==> src/verilog/tear_defs.svh <==
`ifndef TEAR_DEFS_SVH
`define TEAR_DEFS_SVH

// ****************************************
// Command codes
// ****************************************
`define CMD_TEAR_LINE_SET   8'h44
`define CMD_TEAR_LINE_GET   8'h45
`define CMD_CUSTOMER_ID     8'hd3
`define CMD_MAKER_ID        8'hda

// ****************************************
// Reset values and fixed values
// ****************************************
`define TEAR_LINE_RESET     8'h00
`define DUMMY_BYTE          8'h00
`define TEAR_GATE_OFFSET    10'h002
// Arbitrary factory contents of the identity store
`define CUSTOMER_ID_RESET   24'h3c5a7e
`define MAKER_ID_RESET      8'ha5

// ****************************************
// Identity store word addresses
// ****************************************
`define ID_ADDR_CUSTOMER_1  2'h0
`define ID_ADDR_CUSTOMER_2  2'h1
`define ID_ADDR_CUSTOMER_3  2'h2
`define ID_ADDR_MAKER       2'h3

// ****************************************
// Read slot counts per command
// ****************************************
`define CUSTOMER_ID_SLOTS   3'h4
`define MAKER_ID_SLOTS      3'h2

`endif

==> src/verilog/tear_pkg.sv <==
package tear_pkg;

	// ****************************************
	// Host bus pin group
	// ****************************************
	typedef struct packed {
		logic       command_data_select; // Low for command, high for parameter
		logic       write_strobe;        // Capture on rising edge
		logic       read_strobe;         // Drive while low, advance on rise
		logic [7:0] data;                // Byte from host
	} host_bus_type;

	// ****************************************
	// Panel scan timing group
	// ****************************************
	typedef struct packed {
		logic       line_start;       // One-cycle pulse at each new gate line
		logic [7:0] gate_line_index;  // Gate line now scanned
		logic [7:0] back_porch_lines; // Back porch length in lines
		logic       sleep_mode;       // Panel asleep
	} scan_info_type;

	// ****************************************
	// Identity store programming group
	// ****************************************
	typedef struct packed {
		logic       write;
		logic [1:0] addr;
		logic [7:0] data;
	} id_prog_type;

	// ****************************************
	// Command decoder states
	// ****************************************
	typedef enum logic [1:0] {
		ST_IDLE       = 2'b00,
		ST_WAIT_PARAM = 2'b01,
		ST_READ       = 2'b10
	} cmd_state_type;

endpackage

==> src/verilog/tear_scanline_cmds.sv <==
`timescale 1ns/1ps
`include "tear_defs.svh"

// How it works
// - Command 44h plus byte sets line, enables output
// - Output asserts when scan reaches stored line
// - Pulse at gate value plus two minus porch
// - Output held low during sleep
// - Command 45h read returns stored line value
// - D3h: dummy, then three customer bytes
// - DAh: dummy, then module maker byte
// - Identity bytes come from rewritable store
// - All four commands work in every state
module tear_scanline_cmds (
	// Clock, reset, enable
	input  wire logic                    CLK_IN,
	input  wire logic                    RST_IN,
	input  wire logic                    CE_IN,
	// Host bus pins (asynchronous)
	input  wire tear_pkg::host_bus_type  HOST_IN,
	output logic [7:0]                   DATA_OUT,
	output logic                         DATA_OE_OUT,
	// Scan timing from the panel timing generator
	input  wire tear_pkg::scan_info_type SCAN_IN,
	// Identity store programming
	input  wire tear_pkg::id_prog_type   ID_PROG_IN,
	// Tearing-effect pin
	output logic                         TEAR_SYNC_OUT
);

	// ****************************************
	// Declarations
	// ****************************************
	tear_pkg::host_bus_type  meta_q;        // First synchroniser stage
	tear_pkg::host_bus_type  sync_q;        // Second synchroniser stage
	tear_pkg::host_bus_type  prev_q;        // Previous synced sample
	logic                    wr_rise;       // Write strobe rising edge
	logic                    rd_rise;       // Read strobe rising edge
	logic                    rd_fall;       // Read strobe falling edge

	tear_pkg::cmd_state_type state_q;       // Decoder state
	tear_pkg::cmd_state_type state_d;
	logic [7:0]              cmd_q;         // Command being served
	logic [7:0]              cmd_d;
	logic [2:0]              slot_q;        // Read slots done
	logic [2:0]              slot_d;
	logic [7:0]              tear_line_value_q; // Stored scan line
	logic [7:0]              tear_line_value_d;
	logic                    tear_enable_q; // Tear output switched on
	logic                    tear_enable_d;
	logic [7:0]              data_d;
	logic                    oe_d;
	logic                    tear_d;

	logic [1:0]              id_addr;       // Store word to read
	logic [7:0]              id_rdata;      // Store word, registered
	logic [9:0]              tear_target;   // Gate position of the pulse
	logic                    line_match;    // Current line is the target

	// ****************************************
	// Store address for a command and slot
	// ****************************************
	function automatic logic [1:0] slot_addr(input logic [7:0] cmd, input logic [2:0] slot);
		if (cmd == `CMD_MAKER_ID) begin
			slot_addr = `ID_ADDR_MAKER;
		end else begin
			// Slot 1 is the first customer byte; slot 0 is the dummy
			slot_addr = 2'(slot - 3'h1);
		end
	endfunction

	// ****************************************
	// Whether a read slot is valid for a command
	// ****************************************
	function automatic logic slot_valid(input logic [7:0] cmd, input logic [2:0] slot);
		if (cmd == `CMD_CUSTOMER_ID) begin
			slot_valid = (slot < `CUSTOMER_ID_SLOTS);
		end else if (cmd == `CMD_MAKER_ID) begin
			slot_valid = (slot < `MAKER_ID_SLOTS);
		end else begin
			slot_valid = (slot == 3'h0);
		end
	endfunction

	// ****************************************
	// Pin synchroniser; the first stage is never looked at
	// ****************************************
	always_ff @(posedge CLK_IN or posedge RST_IN) begin
		if (RST_IN) begin
			meta_q <= '{command_data_select: 1'b1, write_strobe: 1'b1,
				read_strobe: 1'b1, data: 8'h00};
			sync_q <= '{command_data_select: 1'b1, write_strobe: 1'b1,
				read_strobe: 1'b1, data: 8'h00};
			prev_q <= '{command_data_select: 1'b1, write_strobe: 1'b1,
				read_strobe: 1'b1, data: 8'h00};
		end else if (CE_IN) begin
			meta_q <= HOST_IN;
			sync_q <= meta_q;
			prev_q <= sync_q;
		end
	end

	// Strobe edges, from synced samples only
	assign wr_rise = sync_q.write_strobe & ~prev_q.write_strobe;
	assign rd_rise = sync_q.read_strobe & ~prev_q.read_strobe;
	assign rd_fall = ~sync_q.read_strobe & prev_q.read_strobe;

	// ****************************************
	// Identity store
	// ****************************************
	assign id_addr = slot_addr(cmd_q, slot_q);

	id_store u_id_store (
		.clk_in    (CLK_IN),
		.rst_in    (RST_IN),
		.ce_in     (CE_IN),
		.prog_in   (ID_PROG_IN),
		.raddr_in  (id_addr),
		.rdata_out (id_rdata)
	);

	// ****************************************
	// Command decoder next state
	// ****************************************
	// No sleep or display-mode term gates this decoder, on purpose
	always_comb begin
		state_d           = state_q;
		cmd_d             = cmd_q;
		slot_d            = slot_q;
		tear_line_value_d = tear_line_value_q;
		tear_enable_d     = tear_enable_q;
		data_d            = DATA_OUT;
		oe_d              = DATA_OE_OUT;
		if (wr_rise && !sync_q.command_data_select) begin
			// A command byte always restarts the decoder
			cmd_d  = sync_q.data;
			slot_d = 3'h0;
			unique case (sync_q.data)
				`CMD_TEAR_LINE_SET: begin
					state_d = tear_pkg::ST_WAIT_PARAM;
				end
				`CMD_TEAR_LINE_GET, `CMD_CUSTOMER_ID, `CMD_MAKER_ID: begin
					state_d = tear_pkg::ST_READ;
				end
				default: begin
					// Other commands belong to other blocks
					state_d = tear_pkg::ST_IDLE;
				end
			endcase
		end else begin
			unique case (state_q)
				tear_pkg::ST_IDLE: begin
					oe_d = 1'b0;
				end
				tear_pkg::ST_WAIT_PARAM: begin
					if (wr_rise) begin
						tear_line_value_d = sync_q.data;
						tear_enable_d     = 1'b1;
						state_d           = tear_pkg::ST_IDLE;
					end
				end
				tear_pkg::ST_READ: begin
					if (rd_fall) begin
						oe_d = 1'b1;
						if (!slot_valid(cmd_q, slot_q)) begin
							// Extra reads past the last byte return zero
							data_d = `DUMMY_BYTE;
						end else if (cmd_q == `CMD_TEAR_LINE_GET) begin
							data_d = tear_line_value_q;
						end else if (slot_q == 3'h0) begin
							data_d = `DUMMY_BYTE;
						end else begin
							data_d = id_rdata;
						end
					end else if (rd_rise) begin
						oe_d = 1'b0;
						// Stay here until the next command so extra reads give zero;
						// count stops at the end so it never wraps back onto data
						if (slot_valid(cmd_q, slot_q)) begin
							slot_d = slot_q + 3'h1;
						end
					end
				end
				default: begin
					state_d = tear_pkg::ST_IDLE;
				end
			endcase
		end
	end

	// ****************************************
	// Command decoder registers
	// ****************************************
	always_ff @(posedge CLK_IN or posedge RST_IN) begin
		if (RST_IN) begin
			state_q           <= tear_pkg::ST_IDLE;
			cmd_q             <= 8'h00;
			slot_q            <= 3'h0;
			tear_line_value_q <= `TEAR_LINE_RESET;
			tear_enable_q     <= 1'b0;
			DATA_OUT          <= 8'h00;
			DATA_OE_OUT       <= 1'b0;
		end else if (CE_IN) begin
			state_q           <= state_d;
			cmd_q             <= cmd_d;
			slot_q            <= slot_d;
			tear_line_value_q <= tear_line_value_d;
			tear_enable_q     <= tear_enable_d;
			DATA_OUT          <= data_d;
			DATA_OE_OUT       <= oe_d;
		end
	end

	// ****************************************
	// Tear pulse placement
	// ****************************************
	// Target goes negative for short values; bit 9 then blocks a match
	assign tear_target = {2'b00, tear_line_value_q} + `TEAR_GATE_OFFSET
		- {2'b00, SCAN_IN.back_porch_lines};
	assign line_match = !tear_target[9]
		&& (tear_target[8:0] == {1'b0, SCAN_IN.gate_line_index});

	// ****************************************
	// Tear output next value
	// ****************************************
	always_comb begin
		if (SCAN_IN.sleep_mode || !tear_enable_q) begin
			tear_d = 1'b0;
		end else if (SCAN_IN.line_start) begin
			// Pulse lasts exactly one gate line
			tear_d = line_match;
		end else begin
			tear_d = TEAR_SYNC_OUT;
		end
	end

	// ****************************************
	// Tear output register
	// ****************************************
	always_ff @(posedge CLK_IN or posedge RST_IN) begin
		if (RST_IN) begin
			TEAR_SYNC_OUT <= 1'b0;
		end else if (CE_IN) begin
			TEAR_SYNC_OUT <= tear_d;
		end
	end

endmodule

==> src/verilog/id_store.sv <==
`timescale 1ns/1ps
`include "tear_defs.svh"

// Rewritable nonvolatile identity bytes, four words, registered read
module id_store (
	// Clock, reset, enable
	input  wire logic               clk_in,
	input  wire logic               rst_in,
	input  wire logic               ce_in,
	// Programming side
	input  wire tear_pkg::id_prog_type prog_in,
	// Read side
	input  wire logic [1:0]         raddr_in,
	output logic      [7:0]         rdata_out
);

	logic [7:0] mem_q [4];  // Stored bytes
	logic [7:0] mem_d [4];  // Next stored bytes
	logic [7:0] rdata_d;    // Next read word

	// Factory customer bytes, one in the top byte
	localparam logic [23:0] customer_reset = `CUSTOMER_ID_RESET;

	// ****************************************
	// Next contents and read word
	// ****************************************
	always_comb begin
		for (int i = 0; i < 4; i++) begin
			mem_d[i] = mem_q[i];
		end
		// Programming alters a byte; later reads report it
		if (prog_in.write) begin
			mem_d[prog_in.addr] = prog_in.data;
		end
		rdata_d = mem_q[raddr_in];
	end

	// ****************************************
	// Registers; reset models the factory load
	// ****************************************
	always_ff @(posedge clk_in or posedge rst_in) begin
		if (rst_in) begin
			mem_q[0]  <= customer_reset[23:16];
			mem_q[1]  <= customer_reset[15:8];
			mem_q[2]  <= customer_reset[7:0];
			mem_q[3]  <= `MAKER_ID_RESET;
			rdata_out <= 8'h00;
		end else if (ce_in) begin
			for (int i = 0; i < 4; i++) begin
				mem_q[i] <= mem_d[i];
			end
			rdata_out <= rdata_d;
		end
	end

endmodule

==> config.mk <==
export PLATFORM = sky130hd
export DESIGN_NAME = tear_scanline_cmds
export DESIGN_NICKNAME = d
export VERILOG_FILES = /design/src/verilog/tear_pkg.sv /design/src/verilog/tear_scanline_cmds.sv /design/src/verilog/id_store.sv
export VERILOG_INCLUDE_DIRS = /design/src /design/src/verilog
export SDC_FILE = /design/constraint.sdc
export NUM_CORES = 1
export LEC_CHECK = 0
export BUFFER_PORTS_ARGS = -buffer_cell sky130_fd_sc_hd__buf_2
export CAP_MARGIN = 25
export CORE_UTILIZATION = 59
export CTS_BUF_LIST = sky130_fd_sc_hd__clkbuf_16
export CTS_CLUSTER_SIZE = 10
export DETAILED_ROUTE_END_ITERATION = 8
export PLACE_DENSITY = 0.89
export SLEW_MARGIN = 20
export SYNTH_ARGS = -nofsm -noshare
export SYNTH_HDL_FRONTEND = slang
export SYNTH_SLANG_ARGS = --single-unit
==> constraint.sdc <==
create_clock -name CLK_IN -period 3.64 [get_ports CLK_IN]
set_input_delay 0.182 -clock CLK_IN [delete_from_list [all_inputs] [get_ports CLK_IN]]
set_output_delay 0.182 -clock CLK_IN [all_outputs]
set_load 0.01 [all_outputs]
# Yosys cells after proc, flatten, opt, wreduce, memory -nomap -nowiden
# Cells that the tools add are included.
# Widths: inputs -> output; s select.
# classes
mux,33
eq_ne,14
n_reduce_logical,24
bitwise_logic,9
order_cmp,5
multipliers,0
n_shift,0
n_div,0
addsub,4
# op_table
cell,n
$mux 8,6
$bwmux 32,1
$eq 8x8->1 const B,4
$eq 8x7->1 const B,3
$bmux 8 s2,1
$demux 8 s2,1
$mux 3,5
$mux 1,13
$reduce_and 4->1,3
$reduce_bool 2->1,5
$sub 9x8->10,1
$add 8x2->9 const B,1
$eq 9x8->1,1
$pmux 2 s2,2
$ge 3x3->1 const B,2
$mux 2,3
$ne 3x3->1 const B,2
$not 2->3,2
$reduce_and 2->1,3
$reduce_and 5->1,1
$ne 2x1->1 const B,2
$not 1->1,4
$add 3x1->3 const B,1
$and 1x1->1,3
15 further kinds,19
# totals
regBits,96
latch_bits,0
memories,0
rom_bits,0
mem_bits_rw,0

# Logic depth before layout (Yosys ltp)
# logic_depth
depth_word,12
ltp_mapped,10
mapped_depth_nobuf,10

# Modules after synthesis
# A second synthesis with hierarchy kept.
# hier_totals
hier_cells,400
area_unflattened_um2,4889.7
# modules_own_cells
module,cells_per_inst,instances,area_each_um2
tear_scanline_cmds,284,1,3079.2
id_store,116,1,1810.5

# Worst setup path after synthesis
# Ideal clock, no wire load.
# synth_timing
path_kind,register to register
from,reg tear_line_value_q[1]
to,reg TEAR_SYNC_OUT
path_buffers,0
synth_period_minus_slack_ps,2315
arrival_ps,2211
setup_ps,104
required_time_ps,3536
path_stages_with_launch,11
slack_ps,1325
path_cell_list,dfrtp_1 inv_1 ha_1 inv_1 ha_1 fa_1 xnor2_1 xnor2_1 nor4_1 o2111ai_1 o41ai_2
# synth_via
elab_chain_len,6
elab_cells_between_ends,7
classes_between,add/sub (2); eq/ne (1); mux (2); reduce/logical (2)
# synth_lines
element,line,text
start: declaration,tear_scanline_cmds.sv:47,logic [7:0] tear_line_value_q;
start signal: assignment,tear_scanline_cmds.sv:199,tear_line_value_q <= `TEAR_LINE_RESET;
start signal: assignment,tear_scanline_cmds.sv:207,tear_line_value_q <= tear_line_value_d;
$add 8x2->9 (no source line) *,n/a,
$sub 9x8->10 *,tear_scanline_cmds.sv:218,"assign tear_target = {2'b00, tear_line_value_q} + `TEAR_GATE_OFFSET"
$eq 9x8->1 or $logic_not 1->1 (tied branches),"tear_scanline_cmds.sv:221, tear_scanline_cmds.sv:220",
$logic_and 1x1->1 *,tear_scanline_cmds.sv:221,"&& (tear_target[8:0] == {1'b0, SCAN_IN.gate_line_index});"
$mux 1 *,tear_scanline_cmds.sv:229,end else if (SCAN_IN.line_start) begin
$mux 1 *,tear_scanline_cmds.sv:227,if (SCAN_IN.sleep_mode || !tear_enable_q) begin
end signal: assignment,tear_scanline_cmds.sv:244,TEAR_SYNC_OUT <= tear_d;
end: declaration,tear_scanline_cmds.sv:28,output logic TEAR_SYNC_OUT
# Every way passes the cells marked *; elsewhere a longest branch is shown, timed or not. The select of a mux whose other input is x is not followed.
# A chain may end at the register's enable or synchronous reset.

# Worst setup path after layout
# Ends and elaborated chain as after synthesis.

==> metrics.yaml <==
vias_per_cell: 6.11
finClkSkew_ps: 7.45
maxSlewHeadroom_pct: 52.8
timing.rr.start: "tear_line_value_q[1]"
gr-total-overflow: 0
synth_flop_cell: "dfrtp_1"
gp_congestion: 0.916
rows: 32
ys_top_cells_by_area: "dfrtp_1 (37%), dfstp_2 (14%), mux2_2 (13%)"
power.density_nw_per_um2: 627
via_count: 3505
wl_mm: 10.9
reg2reg_slack_ps: 1110
fin_area_um2: 5460
dieArea_um2: 8470
coreArea_um2: 7770
multiInputGateArea_um2: 2160
final.period_utilization_pct: 69.5
cp.arrival_ps: 2770
r2r-end: "TEAR_SYNC_OUT"
grt_pass1_vias: 3655
layout-drive-gt1-share_pct: 33.3
cp_max_fo: 3
cts_resized: 0
ys_types: 52
run_status: "finished, final reports clean"
syn_to_final_growth_pct: 14.2
synth_largest_area_cell: "dfrtp_1"
crit_path_end: "TEAR_SYNC_OUT"
syn_area_um2: 4780
synth.top_cell.area_share_pct: 36.6
wl_met1_mm: 4.34
grt_antenna_before_repair: 0
first_pass_iters: 4
worstSkewPairLatency_ps: 350
finalSetupTns_ps: 0
synthCells: 413
portBuffers: 52
synth-edff-count: 0
crit_type: "register to register"
synthTopCellsByCount: "dfrtp_1 (70), mux2_2 (56), inv_1 (35)"
grt_max_degree: 60
max_freq_ghz: 0.395
fill_cells: 543
root_buffer: "clkbuf_16"
nets: 531
io_pins: 53
hpwl_mm: 7.20
critPathLaunchType: "register"
ys_ff_latch: 96
worstHoldPathType: "input pin to register"
seqCellArea_um2: 2430
dieHeight_um: 92.0
dr.first_iter.drc_count: 262
top_layer: "met4"
syn_area_per_cell_um2: 11.6
cap_violations: 0
required_ps: 3880
routedWlPerCell_um: 19.0
peakVddDrop_v: 0.000318
critPathCaptureType: "register"
routed-wl-met2_mm: 5.53
finalHoldViolations: 0
period_needed_ps: 2530
grt_use_total_pct: 28.2
post_cts_buffers: 0
die_x_um: 92.0
ys_seq_area_share_pct: 50.9
yosysMostFrequentCell: "dfrtp_1"
cts_sinks: 96
rsz0062_at_grt: "false"
antenna_cells: 0
yosys_warnings: 0
worst_pin_slew_ps: 709
cts.path.max_buffers: 2
clk_pin_slew_worst_paths_ps: 60
slew_violations: 0
cts_buffers: 9
start_util_pct: 61.6
drc: 0
async_reset_ff_share_pct: 100
placed_area_um2: 5140
setup_viol: 0
grt_first_pass_wirelength_mm: 18.1
ant_nets: 0
leakagePower_uw: 0.00250
r2r_cells: 10
h-tree-depth: 3
wl_met3_um: 589
critPathLaunch: "tear_line_value_q[1]"
synthesis.nets: 477
cts_tree: "yes"
[placed cells by master (no fill, tap or decap), types with 2 or more instances in the layout]
cell and instances:
ha_1 19, and3_1 3, clkinv_2 3, dfrtp_1 70
buf_2 52, a21oi_1 7, o31ai_1 8, a22o_1 3
nand4b_1 2, clkbuf_16 9, inv_1 34, nand2b_1 5
o221ai_1 16, bufinv_16 2, buf_4 3, a21o_1 3
xnor2_1 6, a211oi_1 2, and2_1 2, nor2b_1 3
nand2_1 32, mux2i_1 9, mux2_1 5, fa_1 2
nand4_1 3, clkinv_1 3, mux2_2 56, o21ai_0 19
xor2_1 6, dfstp_2 26, nor2_1 21, o21ai_1 3
nor3_1 3, a31oi_1 10
[flip-flops by register name, summed over array words and instances (netlist names)]
| name | cells |
|---|---|
| u_id_store.mem_q | 32 |
| TEAR_SYNC_OUT | 1 |
| DATA_OE_OUT | 1 |
| tear_line_value_q | 8 |
| slot_q | 3 |
| prev_q | 2 |
| u_id_store.rdata_out | 8 |
| DATA_OUT | 8 |
| cmd_q | 8 |
| meta_q | 11 |
| state_q | 2 |
| sync_q | 11 |
| tear_enable_q | 1 |
[cell families after synthesis]
logic type | Yosys count | synth area share [%]
fa+ha+maj | 21 | 5.81
buf+inv | 49 | 3.98
xor+xnor | 12 | 2.20
mux | 70 | 16.2
simple gates | 85 | 8.87
flops | 96 | 50.9
compound gates | 80 | 12.0
[metal layers]
metal  up-vias  track usage, %
met1      1748            34.0
met3        33            6.14
met5         -               0
met2       129            47.0
met4         0            15.9
li1       1595               -
[worst min path at each step]
stage | from | endpoint | slack, ps | cells past startpoint
2_1_floorplan | ID_PROG_IN[7] | u_id_store.mem_q[15] | 330 | 1
3_3_place_gp | RST_IN | state_q[0] | 280 | 2
3_5_place_dp | RST_IN | state_q[1] | 280 | 2
4_1_cts | HOST_IN[7] | meta_q[7] | 70 | 2
5_1_grt | HOST_IN[10] | meta_q[10] | 70 | 2
6_report | HOST_IN[7] | meta_q[7] | 70 | 2
[worst max-delay path: stages (launching register included)]
cell       delay [ps]
dfrtp_1           320
inv_1              60
ha_1              280
inv_1              40
ha_1              230
fa_1              410
xnor2_1           210
xnor2_1            80
nor4_1            270
o2111ai_1         170
o41ai_2           350
[stage by stage]
stage	total power [uW]	cells	setup WS (ps)	hold WS (ps)	util, %
3_3_place_gp	2320	557	1250	280	66.2
3_5_place_dp	2410	557	1100	283	66.2
6_report	3430	574	1110	69.4	70.3
2_1_floorplan	2150	413	996	333	-
5_1_grt	3600	574	942	65.1	70.3
4_1_cts	3420	574	1070	66.8	70.3
[final cells by class]
type                            count  share of cell area, %
Sequential cell                    96                   44.6
Timing Repair Buffer               56                   5.36
Tap cell                          102                   2.34
Clock buffer                        9                   4.12
Inverter                           36                   2.50
Clock inverter                      7                   1.58
Multi-Input combinational cell    268                   39.5
[repair_timing]
item	4_1_cts	5_1_grt
hold buffers	1	0
setup endpoints to repair	0	0
hold endpoints to repair	31	0
[power breakdown]
group          switching (uW)  total, uW  internal [uW]
logic                     500        938            438
registers                 164       1490           1330
clock network             400        996            596
total                    1060       3430           2360
Note: power is estimated with default switching activity, not from simulation.
